==> src/hdl/urxl_pkg.sv <==
// constants shared by the receive line control and baud divisor block
package urxl_pkg;
    // register byte addresses
    localparam logic [11:0] URXL_ADDR_LINE = 12'h01C;
    localparam logic [11:0] URXL_ADDR_DIV_INT = 12'h024;
    localparam logic [11:0] URXL_ADDR_DIV_FRAC = 12'h028;
    localparam logic [11:0] URXL_ADDR_CTRL = 12'h030;
    localparam logic [11:0] URXL_ADDR_STAT = 12'h034;
    localparam logic [11:0] URXL_ADDR_CLR = 12'h038;
    localparam logic [11:0] URXL_ADDR_IEN = 12'h03C;
    localparam logic [11:0] URXL_ADDR_DATA = 12'h040;
    // receive line control fields
    localparam int URXL_LINE_PAR_ON = 1;
    localparam int URXL_LINE_EVEN = 2;
    localparam int URXL_LINE_TWO_STOP = 3;
    localparam int URXL_LINE_QUEUE_ON = 4;
    localparam int URXL_LINE_LEN_LSB = 5;
    localparam int URXL_LINE_FIXED_PAR = 7;
    localparam int URXL_LINE_W = 8;
    localparam logic [7:0] URXL_LINE_RESET = 8'h00;
    // divisor fields
    localparam int URXL_DIV_INT_W = 16;
    localparam int URXL_DIV_FRAC_W = 6;
    // control fields
    localparam int URXL_CTRL_OVS = 0;
    localparam int URXL_CTRL_RX_ON = 1;
    localparam int URXL_CTRL_W = 2;
    // status, clear and enable share this layout
    localparam int URXL_ST_DONE = 0;
    localparam int URXL_ST_PERR = 1;
    localparam int URXL_ST_FERR = 2;
    localparam int URXL_ST_OVR = 3;
    localparam int URXL_ST_W = 4;
    // received data word
    localparam int URXL_DATA_PERR = 8;
    localparam int URXL_DATA_FERR = 9;
    localparam int URXL_DATA_EMPTY = 10;
    localparam int URXL_ENTRY_W = 10;
    // oversampling factors in ticks per bit
    localparam logic [4:0] URXL_OVS_16 = 5'h10;
    localparam logic [4:0] URXL_OVS_8 = 5'h08;
    // receive queue
    localparam int URXL_Q_AW = 3;
    localparam logic [3:0] URXL_Q_DEPTH = 4'h8;
    localparam logic [3:0] URXL_Q_CHAR = 4'h1;
    // receiver states, gray along start, data, parity, stop
    typedef enum logic [2:0] {
        URXL_IDLE = 3'b000,
        URXL_START = 3'b001,
        URXL_DATA = 3'b011,
        URXL_PARITY = 3'b010,
        URXL_STOP = 3'b110
    } urxl_state_t;
endpackage

==> src/hdl/urxl_baud_tick.sv <==
// fractional baud divisor producing the oversample tick
`timescale 1ns/100ps
`default_nettype none
module urxl_baud_tick (
    // clock and reset
    input wire logic pclk,
    input wire logic presetn,
    // divisor
    input wire logic run,
    input wire logic [urxl_pkg::URXL_DIV_INT_W-1:0] whole,
    input wire logic [urxl_pkg::URXL_DIV_FRAC_W-1:0] frac,
    // oversample tick
    output logic tick
);
    logic [urxl_pkg::URXL_DIV_INT_W:0] cnt;
    logic [urxl_pkg::URXL_DIV_FRAC_W-1:0] acc;
    logic [urxl_pkg::URXL_DIV_FRAC_W:0] sum;

    // the fraction accumulates in 1/64 steps; a carry stretches one period by a cycle
    assign sum = {1'b0, acc} + {1'b0, frac};

    always_ff @(posedge pclk or negedge presetn) begin
        if (!presetn) begin
            cnt <= '0;
            acc <= '0;
            tick <= 1'b0;
        end else if (!run || whole == '0) begin
            cnt <= '0;
            acc <= '0;
            tick <= 1'b0;
        end else if (cnt <= 17'h00001) begin
            tick <= 1'b1;
            acc <= sum[urxl_pkg::URXL_DIV_FRAC_W-1:0];
            cnt <= {1'b0, whole} + {16'h0000, sum[urxl_pkg::URXL_DIV_FRAC_W]};
        end else begin
            tick <= 1'b0;
            cnt <= cnt - 17'h00001;
        end
    end
endmodule
`default_nettype wire

==> src/hdl/urxl_top.sv <==
// uart receive line control, baud divisor and apb register file
//
// Design decision made here: the APB register port.
`timescale 1ns/100ps
`default_nettype none
module urxl_top (
    // clock and reset
    input wire logic pclk,
    input wire logic presetn,
    // apb slave
    input wire logic psel,
    input wire logic penable,
    input wire logic pwrite,
    input wire logic [11:0] paddr,
    input wire logic [31:0] pwdata,
    output logic [31:0] prdata,
    output logic pready,
    output logic pslverr,
    // serial line
    input wire logic rx_line,
    // status
    output logic rx_busy,
    output logic irq
);
    ////////////////////////////////////////////////////////////////////////////
    logic [urxl_pkg::URXL_LINE_W-1:0] line_ctl;
    logic [urxl_pkg::URXL_DIV_INT_W-1:0] div_int;
    logic [urxl_pkg::URXL_DIV_FRAC_W-1:0] div_frac;
    logic [urxl_pkg::URXL_CTRL_W-1:0] ctrl;
    logic [urxl_pkg::URXL_ST_W-1:0] status;
    logic [urxl_pkg::URXL_ST_W-1:0] ien;
    logic [urxl_pkg::URXL_DIV_INT_W-1:0] act_int;
    logic [urxl_pkg::URXL_DIV_FRAC_W-1:0] act_frac;
    logic act_ovs;
    logic tick;
    urxl_pkg::urxl_state_t state;
    logic [4:0] os_cnt;
    logic [4:0] ovs;
    logic [2:0] bit_idx;
    logic [2:0] last_idx;
    logic [2:0] len_m1;
    logic [7:0] shreg;
    logic cfg_par_on;
    logic cfg_even;
    logic cfg_two_stop;
    logic cfg_fixed;
    logic stop_left;
    logic frame_perr;
    logic frame_ferr;
    logic char_done;
    logic samp;
    logic half;
    logic exp_par;
    logic [urxl_pkg::URXL_ENTRY_W-1:0] queue [0:7];
    logic [urxl_pkg::URXL_Q_AW-1:0] wr_ptr;
    logic [urxl_pkg::URXL_Q_AW-1:0] rd_ptr;
    logic [3:0] q_cnt;
    logic [3:0] q_cap;
    logic push_ok;
    logic pop;
    logic acc_done;
    logic wr_en;
    logic rd_en;
    logic mapped;
    logic [31:0] rd_val;
    logic [urxl_pkg::URXL_ST_W-1:0] ev_set;
    logic [urxl_pkg::URXL_ST_W-1:0] ev_clr;
    logic [1:0] stop_seen;

    ////////////////////////////////////////////////////////////////////////////
    // apb access: one wait state, writes land on the completing edge
    assign acc_done = psel && penable && pready;
    assign wr_en = acc_done && pwrite;
    assign rd_en = acc_done && !pwrite;

    always_comb begin
        mapped = 1'b1;
        rd_val = 32'h0000_0000;
        unique case (paddr)
            urxl_pkg::URXL_ADDR_LINE: rd_val[urxl_pkg::URXL_LINE_W-1:0] = line_ctl;
            urxl_pkg::URXL_ADDR_DIV_INT: rd_val[urxl_pkg::URXL_DIV_INT_W-1:0] = div_int;
            urxl_pkg::URXL_ADDR_DIV_FRAC: rd_val[urxl_pkg::URXL_DIV_FRAC_W-1:0] = div_frac;
            urxl_pkg::URXL_ADDR_CTRL: rd_val[urxl_pkg::URXL_CTRL_W-1:0] = ctrl;
            urxl_pkg::URXL_ADDR_STAT: rd_val[urxl_pkg::URXL_ST_W-1:0] = status;
            urxl_pkg::URXL_ADDR_CLR: rd_val = 32'h0000_0000;
            urxl_pkg::URXL_ADDR_IEN: rd_val[urxl_pkg::URXL_ST_W-1:0] = ien;
            urxl_pkg::URXL_ADDR_DATA: begin
                rd_val[urxl_pkg::URXL_ENTRY_W-1:0] = (q_cnt != 4'h0) ? queue[rd_ptr] : '0;
                rd_val[urxl_pkg::URXL_DATA_EMPTY] = (q_cnt == 4'h0);
            end
            default: mapped = 1'b0;
        endcase
    end

    always_ff @(posedge pclk or negedge presetn) begin
        if (!presetn) begin
            pready <= 1'b0;
            pslverr <= 1'b0;
            prdata <= 32'h0000_0000;
        end else begin
            pready <= psel && penable && !pready;
            if (psel && penable && !pready) begin
                pslverr <= !mapped;
                prdata <= pwrite ? 32'h0000_0000 : rd_val;
            end
        end
    end

    always_ff @(posedge pclk or negedge presetn) begin
        if (!presetn) begin
            line_ctl <= urxl_pkg::URXL_LINE_RESET;
            div_int <= '0;
            div_frac <= '0;
            ctrl <= '0;
            ien <= '0;
        end else if (wr_en) begin
            unique case (paddr)
                urxl_pkg::URXL_ADDR_LINE: line_ctl <= pwdata[urxl_pkg::URXL_LINE_W-1:0];
                urxl_pkg::URXL_ADDR_DIV_INT: div_int <= pwdata[urxl_pkg::URXL_DIV_INT_W-1:0];
                urxl_pkg::URXL_ADDR_DIV_FRAC: div_frac <= pwdata[urxl_pkg::URXL_DIV_FRAC_W-1:0];
                urxl_pkg::URXL_ADDR_CTRL: ctrl <= pwdata[urxl_pkg::URXL_CTRL_W-1:0];
                urxl_pkg::URXL_ADDR_IEN: ien <= pwdata[urxl_pkg::URXL_ST_W-1:0];
                default: ;
            endcase
        end
    end

    ////////////////////////////////////////////////////////////////////////////
    // divisor only follows software between characters, so a frame never changes rate
    always_ff @(posedge pclk or negedge presetn) begin
        if (!presetn) begin
            act_int <= '0;
            act_frac <= '0;
            act_ovs <= 1'b0;
        end else if (state == urxl_pkg::URXL_IDLE) begin
            act_int <= div_int;
            act_frac <= div_frac;
            act_ovs <= ctrl[urxl_pkg::URXL_CTRL_OVS];
        end
    end

    urxl_baud_tick u_tick (
        .pclk(pclk),
        .presetn(presetn),
        .run(ctrl[urxl_pkg::URXL_CTRL_RX_ON]),
        .whole(act_int),
        .frac(act_frac),
        .tick(tick)
    );

    // tick is clock over divisor; a bit lasts 16 or 8 ticks
    assign ovs = act_ovs ? urxl_pkg::URXL_OVS_8 : urxl_pkg::URXL_OVS_16;
    assign samp = tick && (os_cnt == ovs - 5'h01);
    assign half = tick && (os_cnt == (ovs >> 1) - 5'h01);
    assign len_m1 = {1'b1, line_ctl[urxl_pkg::URXL_LINE_LEN_LSB +: 2]};
    // fixed parity overrides the computed one
    assign exp_par = cfg_fixed ? !cfg_even : (cfg_even ? ^shreg : !(^shreg));

    ////////////////////////////////////////////////////////////////////////////
    // receive frame sequencer
    always_ff @(posedge pclk or negedge presetn) begin
        if (!presetn) begin
            state <= urxl_pkg::URXL_IDLE;
            os_cnt <= '0;
            bit_idx <= '0;
            last_idx <= '0;
            shreg <= '0;
            cfg_par_on <= 1'b0;
            cfg_even <= 1'b0;
            cfg_two_stop <= 1'b0;
            cfg_fixed <= 1'b0;
            stop_left <= 1'b0;
            frame_perr <= 1'b0;
            frame_ferr <= 1'b0;
            char_done <= 1'b0;
            rx_busy <= 1'b0;
        end else begin
            char_done <= 1'b0;
            unique case (state)
                urxl_pkg::URXL_IDLE: begin
                    rx_busy <= 1'b0;
                    if (ctrl[urxl_pkg::URXL_CTRL_RX_ON] && !rx_line && act_int != '0) begin
                        state <= urxl_pkg::URXL_START;
                        rx_busy <= 1'b1;
                        os_cnt <= '0;
                        shreg <= '0;
                        frame_perr <= 1'b0;
                        frame_ferr <= 1'b0;
                        cfg_par_on <= line_ctl[urxl_pkg::URXL_LINE_PAR_ON];
                        cfg_even <= line_ctl[urxl_pkg::URXL_LINE_EVEN];
                        cfg_two_stop <= line_ctl[urxl_pkg::URXL_LINE_TWO_STOP];
                        cfg_fixed <= line_ctl[urxl_pkg::URXL_LINE_FIXED_PAR];
                        bit_idx <= 3'h0;
                        // length is frozen per frame, so a mid-frame write cannot cut a character
                        last_idx <= len_m1;
                    end
                end
                urxl_pkg::URXL_START: begin
                    if (half) begin
                        os_cnt <= '0;
                        // a glitch shorter than half a bit is not a start
                        state <= rx_line ? urxl_pkg::URXL_IDLE : urxl_pkg::URXL_DATA;
                    end else if (tick) begin
                        os_cnt <= os_cnt + 5'h01;
                    end
                end
                urxl_pkg::URXL_DATA: begin
                    if (samp) begin
                        os_cnt <= '0;
                        shreg[bit_idx] <= rx_line;
                        if (bit_idx == last_idx) begin
                            state <= cfg_par_on ? urxl_pkg::URXL_PARITY : urxl_pkg::URXL_STOP;
                            stop_left <= cfg_two_stop;
                        end else begin
                            bit_idx <= bit_idx + 3'h1;
                        end
                    end else if (tick) begin
                        os_cnt <= os_cnt + 5'h01;
                    end
                end
                urxl_pkg::URXL_PARITY: begin
                    if (samp) begin
                        os_cnt <= '0;
                        frame_perr <= (rx_line != exp_par);
                        state <= urxl_pkg::URXL_STOP;
                    end else if (tick) begin
                        os_cnt <= os_cnt + 5'h01;
                    end
                end
                urxl_pkg::URXL_STOP: begin
                    if (samp) begin
                        os_cnt <= '0;
                        if (!rx_line) begin
                            frame_ferr <= 1'b1;
                        end
                        if (stop_left) begin
                            stop_left <= 1'b0;
                        end else begin
                            state <= urxl_pkg::URXL_IDLE;
                            char_done <= 1'b1;
                        end
                    end else if (tick) begin
                        os_cnt <= os_cnt + 5'h01;
                    end
                end
                default: state <= urxl_pkg::URXL_IDLE;
            endcase
        end
    end

    ////////////////////////////////////////////////////////////////////////////
    // receive queue: depth 8 with the queue on, a single holding word otherwise
    assign q_cap = line_ctl[urxl_pkg::URXL_LINE_QUEUE_ON] ? urxl_pkg::URXL_Q_DEPTH : urxl_pkg::URXL_Q_CHAR;
    assign pop = rd_en && (paddr == urxl_pkg::URXL_ADDR_DATA) && (q_cnt != 4'h0);
    // a read in the same cycle frees the slot, so no overrun then
    assign push_ok = char_done && ((q_cnt < q_cap) || pop);

    always_ff @(posedge pclk or negedge presetn) begin
        if (!presetn) begin
            wr_ptr <= '0;
            rd_ptr <= '0;
            q_cnt <= '0;
        end else begin
            if (push_ok) begin
                wr_ptr <= wr_ptr + 3'h1;
            end
            if (pop) begin
                rd_ptr <= rd_ptr + 3'h1;
            end
            unique case ({push_ok, pop})
                2'b10: q_cnt <= q_cnt + 4'h1;
                2'b01: q_cnt <= q_cnt - 4'h1;
                default: ;
            endcase
        end
    end

    // the array holds no control state and needs no reset
    always_ff @(posedge pclk) begin
        if (push_ok) begin
            queue[wr_ptr] <= {frame_ferr, frame_perr, shreg};
        end
    end

    ////////////////////////////////////////////////////////////////////////////
    // sticky events; a set in the clearing cycle wins
    assign ev_set = {char_done && !push_ok, char_done && frame_ferr, char_done && frame_perr, push_ok};
    assign ev_clr = (wr_en && paddr == urxl_pkg::URXL_ADDR_CLR) ? pwdata[urxl_pkg::URXL_ST_W-1:0] : '0;

    always_ff @(posedge pclk or negedge presetn) begin
        if (!presetn) begin
            status <= '0;
            irq <= 1'b0;
        end else begin
            status <= (status & ~ev_clr) | ev_set;
            irq <= |(status & ien);
        end
    end

    ////////////////////////////////////////////////////////////////////////////
    // checks
    always_ff @(posedge pclk or negedge presetn) begin
        if (!presetn) begin
            stop_seen <= '0;
        end else if (state == urxl_pkg::URXL_START) begin
            stop_seen <= '0;
        end else if (state == urxl_pkg::URXL_STOP && samp) begin
            stop_seen <= stop_seen + 2'h1;
        end
    end
endmodule
`default_nettype wire

==> config.mk <==
export PLATFORM = sky130hd
export DESIGN_NAME = urxl_top
export DESIGN_NICKNAME = d
export VERILOG_FILES = /design/src/hdl/urxl_pkg.sv /design/src/hdl/urxl_baud_tick.sv /design/src/hdl/urxl_top.sv
export SDC_FILE = /design/constraint.sdc
export NUM_CORES = 1
export LEC_CHECK = 0
export BUFFER_PORTS_ARGS = -buffer_cell sky130_fd_sc_hd__buf_2
export CORE_MARGIN = 2
export CORE_UTILIZATION = 60
export DETAILED_ROUTE_END_ITERATION = 8
export HOLD_SLACK_MARGIN = 0.05
export PLACE_DENSITY = 0.8
export SYNTH_ARGS = -nofsm -noshare
export SYNTH_HDL_FRONTEND = slang
export SYNTH_SLANG_ARGS = --single-unit
export TNS_END_PERCENT = 10
==> constraint.sdc <==
create_clock -name pclk -period 6.78 [get_ports pclk]
set_input_delay 0 -clock pclk [delete_from_list [all_inputs] [get_ports pclk]]
set_output_delay 0 -clock pclk [all_outputs]
set_load 0.01 [all_outputs]
# After elaboration in Yosys (flattened, before gate mapping)
# Memories as Yosys holds them, arrays and structs flattened.
# Cells that the tools add are included.
# word_totals
ram_bits	80
n_memories	1
in_bits	50
out_inout_bits	36
register_bits	163
elab_cells	198
# op_classes
eq_ne	27
n_lt_le_gt_ge	4
muxes	62
bitwise_logic	4
addsub	11
n_reduce_logical	56
# mem_list
memory	words	width	read_ports	rd_ports_with_merged_regs	write_ports	line_no	source
queue	8	10	1	0	1	urxl_top.sv:54	logic [urxl_pkg::URXL_ENTRY_W-1:0] queue [0:7];
# op_table
cell	count
$eq A12 B6 Y1 const B	6
$mux W17	2
$mux W3	11
$mux W5	6
$mux W1	19
$add A16 B1 Y17	1
$le A17 B1 Y1 const B	1
$logic_and A1 B1 Y1	17
$sub A17 B1 Y17 const B	1
$logic_not A16 Y1	1
$mux W16	1
$mux W8	2
$ne A2 B2 Y1 const B	8
$pmux W8 S2	1
$reduce_bool A16 Y1	1
$pmux W3 S5	1
$pmux W5 S3	1
$pmux W2 S7	1
$reduce_and A2 Y1	7
$eq A12 B5 Y1 const B	1
$eq A12 B7 Y1 const B	1
$mux W6	2
$pmux W2 S6	1
$pmux W3 S2	2
other kinds (45)	69

# Depth between registers and ports, before layout
# logic_depth
word_depth	10
mapped_depth	15

# Hierarchy
# A second synthesis with hierarchy kept.
# unflattened
hier_cells	854
hier_area_um2	10971.8
# modules_own_cells
mod	cells_each	area_per_inst_um2	seq_area_each_um2	instances
urxl_top	647	9106.2	5480.3	1
urxl_baud_tick	207	1865.5	600.6	1

# Least setup slack after synthesis
# No wires, ideal clock.
# synth_path
path_type	reg2reg
startpoint	register act_frac[0] in the netlist's numbering
endpoint	register u_tick.cnt[16] in the netlist's numbering
setup_time_ns	0.065
arrival_ns	2.568
required_time_ns	6.715
setup_slack_ns	4.146
stages_incl_launch_ff	16
synth_period_minus_slack_ns	2.634
n_path_buf	0
path_cell_list	dfrtp_1 > ha_1 > inv_1 > fa_1 > nor2b_1 > o21a_1 > o21ai_0 > nand2_1 > a21o_1 > ha_1 > ha_1 > nand3_1 > nor3_1 > nand4_1 > o21ai_0 > a22o_1
# synth_between
elab_chain_len	4
# synth_lines
item	line_no	source
from (decl)	urxl_top.sv:33	logic [urxl_pkg::URXL_DIV_FRAC_W-1:0] act_frac;
from (signal assigned)	urxl_top.sv:137	act_frac <= div_frac;
$add A6 B6 Y7	urxl_baud_tick.sv:20	assign sum = {1'b0, acc} + {1'b0, frac};
$add A16 B1 Y17	urxl_baud_tick.sv:34	cnt <= {1'b0, whole} + {16'h0000, sum[urxl_pkg::URXL_DIV_FRAC_W]};
$mux W17	urxl_baud_tick.sv:31	end else if (cnt <= 17'h00001) begin
$mux W17	urxl_baud_tick.sv:27	end else if (!run || whole == '0) begin
to (signal assigned)	urxl_baud_tick.sv:34	
to (signal assigned)	urxl_baud_tick.sv:37	cnt <= cnt - 17'h00001;
to (decl)	urxl_baud_tick.sv:15	logic [urxl_pkg::URXL_DIV_INT_W:0] cnt;
# No other way between the ends.
# A chain may end at the register's enable or synchronous reset.

# Worst setup path in the final report
# layout_path
startpoint	input paddr[5]
endpoint	memory queue[5][7] in the netlist's numbering, enable pin
# layout_between
elab_chain_len	7
# layout_lines
item	line_no	source
from (decl)	urxl_top.sv:14	input wire logic [11:0] paddr,
$eq A12 B7 Y1	urxl_top.sv:254	assign pop = rd_en && (paddr == urxl_pkg::URXL_ADDR_DATA) && (q_cnt != 4'h0);
$logic_and A1 B1 Y1 (2 in series)	urxl_top.sv:254	
$logic_or A1 B1 Y1	urxl_top.sv:256	assign push_ok = char_done && ((q_cnt < q_cap) || pop);
$logic_and A1 B1 Y1	urxl_top.sv:256	
$mux W1	urxl_top.sv:280	if (push_ok) begin
$mux W1 (not written as such)	urxl_top.sv:281	queue[wr_ptr] <= {frame_ferr, frame_perr, shreg};
to (decl)	urxl_top.sv:54	
# No other way between the ends.

==> results.ini <==
[status]
status=completed

[clock_tree]
clock-sinks=227
cts_buffers=24
ctsRootBufferMaster=clkbuf_16
clk-insertion-delay-late_ns=0.53
tritoncts=done
cts_buffer_depth=3
cts_resized=0
htree_levels=1
clk_pin_slew_ns=0.07

[floorplanning]
dieArea_mm2=0.01903
core_area_mm2=0.01742
fp.dieW_um=137.9
io_pins=86
rows=48
start_util=0.6180
die_y_um=137.9

[placement]
dp_hpwl_um=15880
io_buffers=53
routabilityCongestion=0.8834

[yosys]
synth_edf_count=80
async_reset_ff_frac=0.6476
postSynthCellCount=850
synth.avg_cell_area_um2=12.66
ys_types=74
yosysWarnings=0
postSynthRegisterBits=227
synth_ff_type=dfrtp_1
synth_area_mm2=0.01076
seq_area_frac_synth=0.5649

[timing]
drv_slew=0
relSlewSlack=0.2441
setup_viol=0
fin_tns_setup_ns=0
fmax_ghz=0.3155
rsz0062_at_grt=false
tightest_slew_ns=1.130
fin_skew_ns=0.02111
fin_crit_ns=3.170
final.period_utilization=0.4675
hold_viol=0

[global_routing]
grt_pass1_vias=7407
grt_usage=0.2728
grt_max_degree=79
antenna_found_initial=0
grt.overflow.total=0
grt_pass1_wl_um=39740

[detailed_routing]
firstDrtPassIters=6
drt_wl_total_um=25170
vias=7432
via_per_inst=6.298
dr.first_iter.drc_count=596
wl_per_cell_um=21.33
ant_nets=0
drc=0

[finish]
nNetsFinal=1006
layout-drive-gt1-share=0.2157
antenna_cells=0
final_common_cell=dfrtp_1
n_fill_cell=1135
layout_common_cells=dfrtp_1, edfxtp_1, mux2_2
area_growth_pct=14.81

[job]
drv_cap=0

[worst_hold_path]
hold_class=input port to async pin

[critical_path]
arrival_ns=3.31
cp_max_fo=12
startpoint_type=input port
crit_required_ns=6.92
setup.worst_path.end_class=flop
timing_worst_setup_path_type=input port to flop

[power_and_ir_drop]
fin_total_pwr_mw=2.890
ir_worst_vdd_uv=223.5
power_density_mw_per_mm2=233.9
leakagePower_nw=5.236

-- repair_timing --
action | 4_1_cts | 5_1_grt
hold buffers | 33 | 0
endpoints found under the hold margin | 128 | 0
setup buffers | 0 | 0
-- worst max-delay path, cell delays in order --
cell and delay, ns:
dlygate4sd3_1 0.54, buf_2 0.21, nor4b_1 0.49, nand4_1 0.27, o21ai_1 0.68, nand2_1 0.23, nor2_1 0.90
-- registers in the layout (all words and copies together) (netlist names), 5 cells and up --
register / count
act_frac: 6
act_int: 16
div_frac: 6
div_int: 16
line_ctl: 8
os_cnt: 5
prdata: 16
queue: 80
shreg: 8
u_tick.acc: 6
u_tick.cnt: 17
-- routing by layer --
layer / part of all wire / track usage / vias up
li1: - / - / 3313
met3: 0.079 / 0.05409 / 68
met4: 0.037 / 0.1032 / 0
met1: 0.41 / 0.3640 / 3729
met5: 0 / 0 / -
met2: 0.48 / 0.4461 / 322
-- synthesized netlist by cell type, types with 11 or more instances --
cell type | n | area share
dfrtp_1 | 147 | 0.34
edfxtp_1 | 80 | 0.22
mux2_2 | 71 | 0.074
nand2_1 | 64 | 0.022
nor2_1 | 47 | 0.016
xnor2_1 | 30 | 0.024
nand3_1 | 28 | 0.013
o21ai_0 | 27 | 0.013
clkbuf_1 | 23 | 0.0080
nor3_1 | 23 | 0.011
mux4_2 | 20 | 0.042
inv_1 | 19 | 0.0066
xor2_1 | 19 | 0.015
mux2i_1 | 18 | 0.017
buf_4 | 17 | 0.012
ha_1 | 17 | 0.020
a211oi_1 | 14 | 0.0098
a22o_1 | 12 | 0.0098
a21oi_1 | 11 | 0.0051
nand2b_1 | 11 | 0.0064
-- cell type report --
class	instances	area (um2)	share of cell area
sequential	227	6081	0.4921
multi-input combinational	570	4418	0.3575
clock buffer	33	684.4	0.05538
timing repair buffer	94	661.9	0.05356
tap	225	281.5	0.02278
clock inverter	11	156.4	0.01266
inverter	20	75.07	0.006075
-- power by group --
part / leakage [nW] / internal [mW] / total, mW / switching, mW
Sequential: 2.70 / 1.42 / 1.43 / 0.00743
Clock: 0.408 / 0.827 / 1.38 / 0.552
Combinational: 2.12 / 0.0307 / 0.0826 / 0.0519
Total: 5.24 / 2.28 / 2.89 / 0.611
-- stage by stage --
| step | std cells | setup slack (ns) | util | instance area, um2 | hold WS [ns] |
|---|---|---|---|---|---|
| final | 1180 | 3.610 | 0.7096 | 12360 | 0.04578 |
| after global routing | 1180 | 3.234 | 0.7096 | 12360 | 0.1059 |
| after CTS | 1180 | 3.615 | 0.7096 | 12360 | 0.05266 |
| after detailed placement | 1103 | 3.632 | 0.6423 | 11190 | 0.04879 |
| after global placement | 1103 | 3.667 | 0.6423 | 11190 | 0.04608 |
| after floorplan | 865 | 4.146 | - | 10820 | -0.2956 |
-- final timing paths --
kind | cells after the start | slack (ns) | startpoint | to
max | 7 | 3.61 | paddr[5] | queue[5][7]
min | 2 | 0.05 | presetn | irq
max reg2reg | 15 | 3.71 | act_frac[0] | u_tick.cnt[16]
min reg2reg | 1 | 0.48 | prdata[6] | prdata[6]
max in group asynchronous | 3 | 5.30 | presetn | rx_busy
min in group pclk | 5 | 0.07 | paddr[1] | prdata[10]
-- kinds of logic after synthesis --
family                   after synthesis  share of synthesized area
AND/OR/NAND/NOR                      248                     0.1240
flip-flops                           227                     0.5649
AO/OA/AOI/OAI                        129                    0.08404
multiplexers                         109                     0.1329
buffers and inverters                 68                    0.03045
XOR/XNOR                              49                    0.03987
adder cells (fa/ha/maj)               19                    0.02348
other                                  1                  0.0003484
Note: power is estimated with default switching activity, not from simulation.
